`src/nhr_pkg.sv`:
```
// package: register map, field layout, reset values and carrier types of the host answer block
package nhr_pkg;

  // ==========================================================================
  // register indices (byte address on the bus is four times the index)
  // ==========================================================================
  localparam int          IDX_W            = 16;
  localparam logic [15:0] IDX_FILE_OFFSET  = 16'hFFE6;
  localparam logic [15:0] IDX_BLOCK_LENGTH = 16'hFFE8;
  localparam logic [15:0] IDX_HOST_ANSWER  = 16'hFFEA;
  localparam logic [15:0] IDX_FILE_ID      = 16'hFFEC;
  localparam logic [15:0] IDX_CTRL         = 16'hFF80;
  localparam logic [15:0] IDX_IRQ_STATUS   = 16'hFF81;
  localparam logic [15:0] IDX_IRQ_MASK     = 16'hFF82;

  // ==========================================================================
  // field positions
  // ==========================================================================
  localparam int HA_SERVICED    = 0;
  localparam int HA_FILE_EXISTS = 1;
  localparam int HA_CUSTOM_SW   = 2;
  localparam int HA_EXTRA_DATA  = 3;
  localparam int HA_USED_W      = 4;
  localparam int CTRL_EXTRA_EN  = 0;
  localparam int IRQ_REQUEST    = 0;
  localparam int IRQ_PREFETCH   = 1;
  localparam int IRQ_W          = 2;

  // ==========================================================================
  // reset values and fixed answers
  // ==========================================================================
  localparam logic [15:0]          RST_WORD     = 16'h0000;
  localparam logic [HA_USED_W-1:0] RST_ANSWER   = 4'h0;
  localparam logic                 RST_CTRL     = 1'b0;
  localparam logic [IRQ_W-1:0]     RST_IRQ      = 2'h0;
  localparam logic [15:0]          SW_DEFAULT   = 16'h9000;

  // ==========================================================================
  // carrier types
  // ==========================================================================
  typedef enum logic [1:0] {
    CMD_SELECT,
    CMD_READ,
    CMD_UPDATE
  } nhr_cmd_kind_t;

  // one reader command as handed over by the RF engine
  typedef struct packed {
    nhr_cmd_kind_t kind;
    logic [15:0]   file_id;
    logic [15:0]   offset;
    logic [15:0]   length;
  } nhr_cmd_t;

  // answer returned to the RF engine once the host has serviced the request
  typedef struct packed {
    logic [15:0] status_word;
    logic        file_exists;
  } nhr_answer_t;

  // one accepted bus access
  typedef struct packed {
    logic             we;
    logic [IDX_W-1:0] idx;
    logic [3:0]       sel;
    logic [31:0]      dat;
  } nhr_wb_req_t;

endpackage

```
`src/nhr_host_answer_regs.sv`:
```
// module: host answer register group of a pass-through tag, with request handshake
`timescale 1ns/100ps
`default_nettype none

// What this block does
// host clears interrupt flag just before answering
// answer bits 15..4 reserved, kept zero
// extra-data flag only while prefetch pending
// prefetch request only when extra-data enabled
// extra-data flag makes device update buffer size
// custom select low gives default status word
// custom select high uses custom status word
// file-exists bit carries host's file verdict
// host sets serviced after full servicing
// device waits for serviced, then processes answer
// block length presented as 16-bit value
// block length high byte 15..8, low 7..0
// file offset 16-bit, upper byte higher address
// file identifier from select, first byte low
// response, length, offset registers reset zero
module nhr_host_answer_regs
  import nhr_pkg::*;
(
  input  wire logic        clk_i,           // system clock, 25 MHz
  input  wire logic        rst_i,           // synchronous reset, high
  input  wire logic        wb_cyc_i,        // wishbone cycle
  input  wire logic        wb_stb_i,        // wishbone strobe
  input  wire logic        wb_we_i,         // wishbone write enable
  input  wire logic [17:0] wb_adr_i,        // wishbone byte address
  input  wire logic [3:0]  wb_sel_i,        // wishbone byte lanes
  input  wire logic [31:0] wb_dat_i,        // wishbone write data
  output logic      [31:0] wb_dat_o,        // wishbone read data
  output logic             wb_ack_o,        // wishbone acknowledge
  output logic             irq_o,           // interrupt to the host, high
  input  wire logic        cmd_valid_i,     // reader command offered
  input  wire nhr_cmd_t    cmd_i,           // reader command contents
  output logic             cmd_ready_o,     // command can be taken
  input  wire logic        read_tx_i,       // read answer transmission starts
  input  wire logic [15:0] custom_sw_i,     // custom status word value
  output logic             resp_valid_o,    // answer to reader ready, pulse
  output nhr_answer_t      resp_o,          // answer to reader
  output logic             buffer_update_o  // extra data added, pulse
);

  typedef enum logic [1:0] {
    ST_IDLE,
    ST_WAIT_HOST,
    ST_ANSWER
  } nhr_state_t;

  nhr_state_t             state;
  nhr_state_t             next_state;
  nhr_wb_req_t            req;
  logic                   acc;
  logic                   wr;
  logic [31:0]            rd_data;
  logic [15:0]            file_offset;
  logic [15:0]            block_length;
  logic [HA_USED_W-1:0]   host_answer;
  logic [15:0]            file_id;
  logic                   ctrl_extra_en;
  logic [IRQ_W-1:0]       irq_status;
  logic [IRQ_W-1:0]       irq_mask;
  logic [IRQ_W-1:0]       irq_event;
  logic                   last_was_read;
  logic                   prefetch_pending;
  logic                   take_cmd;
  logic                   done;
  logic                   extra_seen;
  logic                   hit_offset;
  logic                   hit_length;
  logic                   hit_answer;
  logic                   hit_fid;
  logic                   hit_ctrl;
  logic                   hit_stat;
  logic                   hit_mask;
  logic [15:0]            next_file_offset;
  logic [15:0]            next_block_length;
  logic [15:0]            next_file_id;
  logic [HA_USED_W-1:0]   next_host_answer;
  logic [HA_USED_W-1:0]   hw_clear;
  logic                   wr_offset;
  logic                   wr_length;
  logic                   wr_fid;
  logic                   wr_answer;
  logic                   wr_ctrl;
  logic                   take_rw;
  logic                   take_sel;

  // byte-lane merge of a 16-bit register: lane 0 is bits 7..0, lane 1 bits 15..8
  function automatic logic [15:0] merge16(input logic [15:0] old,
                                          input logic [31:0] wdat,
                                          input logic [3:0]  sel);
    merge16 = {sel[1] ? wdat[15:8] : old[15:8], sel[0] ? wdat[7:0] : old[7:0]};
  endfunction

  // ==========================================================================
  // bus front end and interrupt block
  // ==========================================================================
  nhr_wb_port u_port (
    .clk_i     (clk_i),
    .rst_i     (rst_i),
    .cyc_i     (wb_cyc_i),
    .stb_i     (wb_stb_i),
    .we_i      (wb_we_i),
    .adr_i     (wb_adr_i),
    .sel_i     (wb_sel_i),
    .dat_i     (wb_dat_i),
    .rd_data_i (rd_data),
    .acc_o     (acc),
    .req_o     (req),
    .ack_o     (wb_ack_o),
    .dat_o     (wb_dat_o)
  );

  // status and mask are two-bit fields, so only the low lane writes them
  nhr_irq u_irq (
    .clk_i     (clk_i),
    .rst_i     (rst_i),
    .event_i   (irq_event),
    .wr_stat_i (wr && hit_stat && req.sel[0]),
    .wr_mask_i (wr && hit_mask && req.sel[0]),
    .wdata_i   (req.dat[IRQ_W-1:0]),
    .status_o  (irq_status),
    .mask_o    (irq_mask),
    .irq_o     (irq_o)
  );

  // ==========================================================================
  // address decode
  // ==========================================================================
  // unmapped indices still get ack, read as zero and ignore writes
  assign wr         = acc & req.we;
  assign hit_offset = (req.idx == IDX_FILE_OFFSET);
  assign hit_length = (req.idx == IDX_BLOCK_LENGTH);
  assign hit_answer = (req.idx == IDX_HOST_ANSWER);
  assign hit_fid    = (req.idx == IDX_FILE_ID);
  assign hit_ctrl   = (req.idx == IDX_CTRL);
  assign hit_stat   = (req.idx == IDX_IRQ_STATUS);
  assign hit_mask   = (req.idx == IDX_IRQ_MASK);

  // per-register write strobes; narrow registers take the low lane only
  // a write lands at the edge that takes the request, the same edge that raises ack
  assign wr_offset  = wr & hit_offset;
  assign wr_length  = wr & hit_length;
  assign wr_fid     = wr & hit_fid;
  assign wr_answer  = wr & hit_answer & req.sel[0];
  assign wr_ctrl    = wr & hit_ctrl & req.sel[0];

  // reads have no side effects, so polling the answer register is safe
  // read mux; bits above each register's width read as zero
  assign rd_data =
      hit_offset ? {16'h0000, file_offset} :
      hit_length ? {16'h0000, block_length[15:8], block_length[7:0]} :
      hit_answer ? {28'h000_0000, host_answer} :
      hit_fid    ? {16'h0000, file_id} :
      hit_ctrl   ? {31'h0000_0000, ctrl_extra_en} :
      hit_stat   ? {30'h0000_0000, irq_status} :
      hit_mask   ? {30'h0000_0000, irq_mask} :
                   32'h0000_0000;

  // ==========================================================================
  // request handshake with the host
  // ==========================================================================
  // one command is held at a time; the reader side waits on cmd_ready_o
  assign take_cmd = cmd_valid_i & cmd_ready_o;
  // read and update publish length and offset; select publishes the file id
  assign take_rw  = take_cmd & (cmd_i.kind != CMD_SELECT);
  assign take_sel = take_cmd & (cmd_i.kind == CMD_SELECT);
  // nothing proceeds until the host has flagged the request serviced
  assign done = (state == ST_WAIT_HOST) && host_answer[HA_SERVICED];

  // three states: idle, waiting on the host, one cycle of answer
  always_comb begin
    next_state = state;
    unique case (state)
      ST_IDLE: begin
        if (take_cmd) begin
          next_state = ST_WAIT_HOST;
        end
      end
      ST_WAIT_HOST: begin
        if (done) begin
          next_state = ST_ANSWER;
        end
      end
      ST_ANSWER: begin
        next_state = ST_IDLE;
      end
    endcase
  end

  // the host is expected to clear the request flag and then write the answer
  // one flag is enough: the reader holds its next command until idle
  assign irq_event[IRQ_REQUEST]  = take_cmd;
  // prefetch request only after a read and only with the feature enabled
  assign irq_event[IRQ_PREFETCH] = read_tx_i & last_was_read & ctrl_extra_en;
  // extra-data flag is honoured only while a prefetch request stands
  assign extra_seen = prefetch_pending & host_answer[HA_EXTRA_DATA];

  // ==========================================================================
  // register next values
  // ==========================================================================
  // the tag records length and offset of read and update commands;
  // a command beats a same-cycle host write, since the reader owns them
  assign next_block_length =
      take_rw   ? cmd_i.length :
      wr_length ? merge16(block_length, req.dat, req.sel) :
      block_length;

  assign next_file_offset =
      take_rw   ? cmd_i.offset :
      wr_offset ? merge16(file_offset, req.dat, req.sel) :
      file_offset;

  assign next_file_id =
      take_sel ? cmd_i.file_id :
      wr_fid   ? merge16(file_id, req.dat, req.sel) :
      file_id;

  // hardware consumes serviced and extra-data flags; a host write the same
  // cycle wins, so a freshly written answer is never lost
  assign hw_clear = {extra_seen, 2'b00, done};
  assign next_host_answer =
      wr_answer ? req.dat[HA_USED_W-1:0] :
      (host_answer & ~hw_clear);

  // ==========================================================================
  // registers
  // ==========================================================================
  always_ff @(posedge clk_i) begin
    if (rst_i) begin
      file_offset  <= RST_WORD;
      block_length <= RST_WORD;
      host_answer  <= RST_ANSWER;
      file_id      <= RST_WORD;
    end else begin
      file_offset  <= next_file_offset;
      block_length <= next_block_length;
      host_answer  <= next_host_answer;
      file_id      <= next_file_id;
    end
  end

  // control bit; a one-bit register, so only the low lane writes it
  always_ff @(posedge clk_i) begin
    if (rst_i) begin
      ctrl_extra_en <= RST_CTRL;
    end else if (wr_ctrl) begin
      ctrl_extra_en <= req.dat[CTRL_EXTRA_EN];
    end
  end

  // prefetch tracking
  always_ff @(posedge clk_i) begin
    if (rst_i) begin
      last_was_read    <= 1'b0;
      prefetch_pending <= 1'b0;
    end else begin
      if (take_cmd) begin
        last_was_read <= (cmd_i.kind == CMD_READ);
      end
      // a new request from the reader ends any open prefetch window
      if (irq_event[IRQ_PREFETCH]) begin
        prefetch_pending <= 1'b1;
      end else if (extra_seen || take_cmd) begin
        prefetch_pending <= 1'b0;
      end
    end
  end

  // ==========================================================================
  // state and outputs toward the reader side
  // ==========================================================================
  always_ff @(posedge clk_i) begin
    if (rst_i) begin
      state           <= ST_IDLE;
      cmd_ready_o     <= 1'b0;
      resp_valid_o    <= 1'b0;
      buffer_update_o <= 1'b0;
    end else begin
      state           <= next_state;
      cmd_ready_o     <= (next_state == ST_IDLE);
      resp_valid_o    <= done;
      buffer_update_o <= extra_seen;
    end
  end

  // answer fields change only when the host is done and then stand
  // unchanged for the reader until the next answer
  always_ff @(posedge clk_i) begin
    if (rst_i) begin
      resp_o <= '0;
    end else if (done) begin
      // status word chosen at the moment the answer is processed
      resp_o.status_word <= host_answer[HA_CUSTOM_SW] ? custom_sw_i
                                                      : SW_DEFAULT;
      resp_o.file_exists <= host_answer[HA_FILE_EXISTS];
    end
  end

endmodule
`default_nettype wire

```
`src/nhr_irq.sv`:
```
// module: sticky interrupt status with write-one-to-clear, mask and level output
`timescale 1ns/100ps
`default_nettype none
module nhr_irq
  import nhr_pkg::*;
(
  input  wire logic             clk_i,      // system clock
  input  wire logic             rst_i,      // synchronous reset, high
  input  wire logic [IRQ_W-1:0] event_i,    // event pulses
  input  wire logic             wr_stat_i,  // status write strobe
  input  wire logic             wr_mask_i,  // mask write strobe
  input  wire logic [IRQ_W-1:0] wdata_i,    // write data
  output logic      [IRQ_W-1:0] status_o,   // sticky status
  output logic      [IRQ_W-1:0] mask_o,     // enable mask
  output logic                  irq_o       // interrupt, high level
);

  logic [IRQ_W-1:0] next_status;
  logic [IRQ_W-1:0] next_mask;

  // ==========================================================================
  // next values
  // ==========================================================================
  // an event in the same cycle as its clear survives: set wins
  assign next_status = (status_o & ~(wr_stat_i ? wdata_i : RST_IRQ)) | event_i;
  assign next_mask   = wr_mask_i ? wdata_i : mask_o;

  // irq is taken from next values so it follows status with no extra cycle
  always_ff @(posedge clk_i) begin
    if (rst_i) begin
      status_o <= RST_IRQ;
      mask_o   <= RST_IRQ;
      irq_o    <= 1'b0;
    end else begin
      status_o <= next_status;
      mask_o   <= next_mask;
      irq_o    <= |(next_status & next_mask);
    end
  end

endmodule
`default_nettype wire

```
`src/nhr_wb_port.sv`:
```
// module: classic wishbone slave front end, one wait state, registered answer
`timescale 1ns/100ps
`default_nettype none
module nhr_wb_port
  import nhr_pkg::*;
(
  input  wire logic        clk_i,     // system clock
  input  wire logic        rst_i,     // synchronous reset, high
  input  wire logic        cyc_i,     // bus cycle
  input  wire logic        stb_i,     // strobe
  input  wire logic        we_i,      // write enable
  input  wire logic [17:0] adr_i,     // byte address
  input  wire logic [3:0]  sel_i,     // byte lanes
  input  wire logic [31:0] dat_i,     // write data
  input  wire logic [31:0] rd_data_i, // read data of the addressed register
  output logic             acc_o,     // access strobe, one cycle
  output nhr_wb_req_t      req_o,     // access contents
  output logic             ack_o,     // acknowledge
  output logic [31:0]      dat_o      // read data
);

  // ==========================================================================
  // decode
  // ==========================================================================
  // the cycle in which ack is high stays quiet so a held request is taken only once
  assign acc_o      = cyc_i & stb_i & ~ack_o;
  assign req_o.we   = we_i;
  assign req_o.idx  = adr_i[17:2];
  assign req_o.sel  = sel_i;
  assign req_o.dat  = dat_i;

  // ==========================================================================
  // answer
  // ==========================================================================
  // read data is captured with ack, so it is stable while ack is high
  always_ff @(posedge clk_i) begin
    if (rst_i) begin
      ack_o <= 1'b0;
      dat_o <= 32'h0000_0000;
    end else begin
      ack_o <= acc_o;
      dat_o <= (acc_o && !we_i) ? rd_data_i : 32'h0000_0000;
    end
  end

endmodule
`default_nettype wire
```
`config.mk`:
```
export PLATFORM = sky130hd
export DESIGN_NAME = nhr_host_answer_regs
export DESIGN_NICKNAME = d
export VERILOG_FILES = /design/src/nhr_pkg.sv /design/src/nhr_host_answer_regs.sv /design/src/nhr_irq.sv /design/src/nhr_wb_port.sv
export SDC_FILE = /design/constraint.sdc
export NUM_CORES = 1
export LEC_CHECK = 0
export ABC_AREA = 0
export BUFFER_PORTS_ARGS = -buffer_cell sky130_fd_sc_hd__buf_2
export CAP_MARGIN = 20
export CELL_PAD_IN_SITES_DETAIL_PLACEMENT = 1
export CELL_PAD_IN_SITES_GLOBAL_PLACEMENT = 1
export CORE_ASPECT_RATIO = 0.7
export CORE_MARGIN = 4
export CORE_UTILIZATION = 35
export DETAILED_ROUTE_END_ITERATION = 8
export GPL_ROUTABILITY_DRIVEN = 0
export GPL_TIMING_DRIVEN = 0
export PLACE_DENSITY = 0.88
export SYNTH_ARGS = -nofsm -noshare
export SYNTH_HDL_FRONTEND = slang
export SYNTH_SLANG_ARGS = --single-unit
```
`constraint.sdc`:
```
create_clock -name clk_i -period 1.9 [get_ports clk_i]
set_clock_uncertainty 0.05 [all_clocks]
set_input_delay 0.095 -clock clk_i [delete_from_list [all_inputs] [get_ports clk_i]]
set_output_delay 0.095 -clock clk_i [all_outputs]
set_load 0.03 [all_outputs]
```
==> impl.org <==
** Status
- The flow ran to the end, but the final reports show violations.
- The final reports fail on hold timing, setup timing.

** Finish
- After filler insertion, the fill cell instance count of the layout stands at 1,443.
- The number of antenna diodes in the final layout is 0.
- Compared with the post-synthesis result, the final layout area differs by 46.3%.
- The multi-input combinational cells in the finished layout cover a total of 0.00232 sq mm.
- With fillers left out, the area of the finished cells amounts to 0.00646 sq mm.
- Area taken by flip-flops and latches :: 0.00198 sq mm
- After the last flow step, the layout net total stands at about 830.
- Fraction of final layout cells with drive strength greater than 1 :: 0.349

** STA
- Slew @ Worst Pin :: roughly 770 ps
- Final hold analysis gives a worst-case slack of -4.91 ps.
- Slack of the critical path :: -27.7 ps
- Highest Clock Rate :: 519 MHz
- Sum of negative setup slack :: -111 ps
- Final Max Tran Viols :: 0
- Tcrit/Tclk final :: 1.01
- Setup repair after global routing could not meet its margin everywhere.
- In this run the tightest slew margin relative to its limit is 0.483.
- Setup violations remaining at the end of the flow were counted as 5.
- Fin. Hold Viols :: 2
- After layout, the minimum clock period comes to roughly 1900 ps.

** Pwr
- Static leakage :: 2.70 nW
- Total power of the final layout :: just under 5 mW
- Areal power density over the cells :: 767 mW/mm^2
- Across the VDD grid, the largest voltage drop is 0.493 mV.

** Worst setup path
- The worst register-to-register path begins at u_port.ack_o.
- The worst register-to-register path has a setup slack of -30 ps.
- Cell with the largest stage delay on the worst path :: nor4_4
- Endpoint of the worst-slack reg-to-reg timing path :: block_length[3]
- Arrival time at the worst endpoint :: between 2000 and 2500 ps
- The critical path contains buffers and inverters numbering 2 combined.
- Path depth of the worst reg2reg path :: 7
- Required time at the worst-slack endpoint :: roughly 2100 ps
- Startpoint kind of the worst setup timing path :: input port
- Broken down by cell family, the worst path's largest delay share belongs to simple AND/OR/NAND/NOR gates.
- Crit Path Category :: in2reg
- Along the worst path, the maximum fanout reaches 10.
- Largest incremental delay on the critical path :: between 600 and 700 ps
- CP Cell Sequence :: buf_2 > nand4bb_4 > nor4_4 > clkbuf_1 > a222oi_1 > nor2_1
- Kind of end point of the critical path :: register

** Min path
- Counting instances, the worst hold path has a depth of 3.
- Endpoint with the worst hold slack :: file_offset[3]
- Path type of the worst min-delay path :: in2reg
- Hold Startpoint :: cmd_i[19]

** Synthesis
- Ys flop type :: dfxtp_1
- After synthesis, the mean cell area works out to between 9 and 10 sq um.
- In the synthesized netlist the async set-or-reset flop fraction comes to 0.
- Counting flops with a built-in enable in the synthesized netlist gives 0.
- Synthesis inferred 99 register bits.
- Summing every instance area after synthesis gives between 0.004 and 0.005 sq mm.
- The cell count after synthesis came out at around 480.
- In this run, distinct cell masters in the synthesized netlist total 55.
- The share of the Yosys chip area taken by registers is 0.449.
- During synthesis, Yosys emitted a total of 0 warnings.

** Floorplan
- Pin placement for this block handled around 180 I/O pins.
- Core region area :: approximately 0.012 sq mm
- In this run the horizontal extent of the chip is ~140 um.
- Die area :: roughly 0.015 sq mm
- Total number of placement rows :: 34
- Starting density of the core :: 0.357
- The die is about 100 um tall.

** CTS
- The clock tree synthesis step divided the H-tree into 3 levels.
- The clock reaches the later pin of the worst-skew pair after approximately 360 ps.
- CTS placed an instance of clkbuf_16 at the clock tree root.
- TritonCTS sink count :: between 90 and 100
- Clock-pin slew of the registers on the worst-case setup and hold paths :: ~70 ps
- Counting the buffers created by CTS gives 9.
- In this run the deepest clock path goes through 2 buffers.
- Clock tree from TritonCTS :: built

** Place
- Setup slack at placement :: -281 ps
- Buffers placed on the I/O ports in this run total ~140.
- Instance area at placement :: between 0.005 and 0.006 sq mm
- Post-detail-place hpwl :: between 10,000 and 15,000 um

** GRT
- The first global-routing pass estimated between 20,000 and 30,000 um of wire.
- Maximum number of pins on one net before global-route repair :: 16
- In the global route stage, overall resource usage came out at 0.268.
- Vias in the first global route :: 5,287
- Residual overflow from global routing :: 0
- Initial antenna violation count :: 0

** Routing
- Detailed routing inserted a total of 5,319 vias.
- The first routing iteration left around 760 violations.
- In the routed design, unresolved DRC markers number 0.
- First-pass iteration count of the detailed router :: 6
- Dividing the detail-routed via count by the number of cells gives between 6 and 7.
- After detailed routing, the average wire length per cell comes to ~25 um.
- Residual antenna-violating net count after detailed routing :: 0
- Total Routed Length :: 22,200 um

** Run
- Max-cap violations :: 0
-- cells by family (layout without fill, tap and decap cells) --
| logic type | count (synthesis) | in the layout | share of synthesized area |
|---|---|---|---|
| and+or+nand+nor | 191 | 191 | 0.223 |
| muxes | 20 | 20 | 0.0454 |
| buffers and inverters | 53 | 271 | 0.0697 |
| adders and majority gates | 1 | 1 | 0.00283 |
| other | 1 | 16 | 0.000850 |
| DFF | 99 | 99 | 0.449 |
| AOI/OAI and AO/OA | 113 | 113 | 0.209 |
-- cells in the mapped netlist (4+ instances only) --
cell type	n	area share
nor2_1	59	0.050
dfxtp_1	99	0.45
and2_1	4	0.0057
a22oi_1	4	0.0068
mux2i_1	20	0.045
a222oi_1	12	0.027
buf_4	22	0.037
a311oi_1	30	0.060
clkbuf_1	20	0.017
a22o_1	14	0.028
inv_1	4	0.0034
nor3_1	23	0.026
nand2_1	60	0.051
nand3_1	9	0.010
a21oi_1	16	0.018
a211oi_1	20	0.034
-- per-layer routing --
| metal | track usage | wire length, um | vias up |
|---|---|---|---|
| met5 | 0 | 0 | - |
| met4 | 0.136 | 1440 | 0 |
| met3 | 0.0786 | 2740 | 131 |
| met2 | 0.445 | 9870 | 453 |
| met1 | 0.319 | 8130 | 2531 |
| li1 | - | - | 2204 |
-- per-stage QoR --
step / utilization / std cells
after global placement: 0.436 / 799
after detailed placement: 0.436 / 799
after floorplan: - / 493
after global routing: 0.522 / 873
after CTS: 0.503 / 864
final: 0.522 / 873
-- timing repair --
item	4_1_cts	5_1_grt
setup buffers	4	11
endpoints found under the setup margin	55	56
resized for setup	14	37
hold endpoints to repair	44	1
pin swaps	0	9
hold buffers	46	1
-- worst register-to-register path, stage by stage (launching register included) --
cell,delay [ps]
dfxtp_2,320
and4b_2,330
buf_6,170
and2_4,220
a21o_4,170
buf_12,130
nor2_1,50
a311oi_1,370
-- layout by cell type (no fill, tap or decap), types with 4 or more instances in the layout --
master,count
a222oi_1,12
a211oi_1,19
a22o_1,14
buf_2,143
mux2i_2,4
nor2_1,58
a311oi_1,21
a22oi_1,4
nand2_1,56
clkbuf_16,9
mux2i_1,16
dlygate4sd3_1,47
conb_1,16
a311oi_2,9
nand3_1,9
clkbuf_2,4
nor3_1,23
a21oi_1,16
inv_1,4
clkbuf_1,14
buf_4,35
buf_6,4
dfxtp_1,97
-- state kept, by name, indices dropped and copies added, names as in the netlist --
name              count
resp_o               17
block_length         16
file_id              16
file_offset          16
u_port.dat_o         16
host_answer           4
state                 2
u_irq.mask_o          2
u_irq.status_o        2
buffer_update_o       1
cmd_ready_o           1
ctrl_extra_en         1
last_was_read         1
prefetch_pending      1
resp_valid_o          1
u_irq.irq_o           1
u_port.ack_o          1
-- where the power goes --
| part | switching [mW] | internal, mW |
|---|---|---|
| registers | 0.0668 | 2.15 |
| logic | 0.461 | 0.332 |
| clock network | 0.845 | 1.10 |
| total | 1.37 | 3.58 |
-- worst max path at each step --
| stage | start | to | slack [ps] | cells after the start |
|---|---|---|---|---|
| after global placement | wb_adr_i[4] | u_port.dat_o[7] | -210 | 6 |
| after CTS | state[1] | resp_o[11] | 10 | 8 |
| after floorplan | u_port.ack_o | file_id[0] | 70 | 8 |
| after detailed placement | cmd_ready_o | file_offset[0] | -280 | 6 |
| final | wb_adr_i[3] | u_port.dat_o[5] | -30 | 6 |
| after global routing | wb_adr_i[13] | file_id[15] | -60 | 6 |
-- area by class of cell --
class / count / area share
Clock buffer: 13 / 0.0403
Clock inverter: 3 / 0.00717
Inverter: 4 / 0.00232
Timing Repair Buffer: 205 / 0.206
Tap cell: 162 / 0.0314
Sequential cell: 99 / 0.307
Buffer: 46 / 0.0473
Multi-Input combinational cell: 341 / 0.359
No activity file was read; power rests on OpenSTA's default activity.
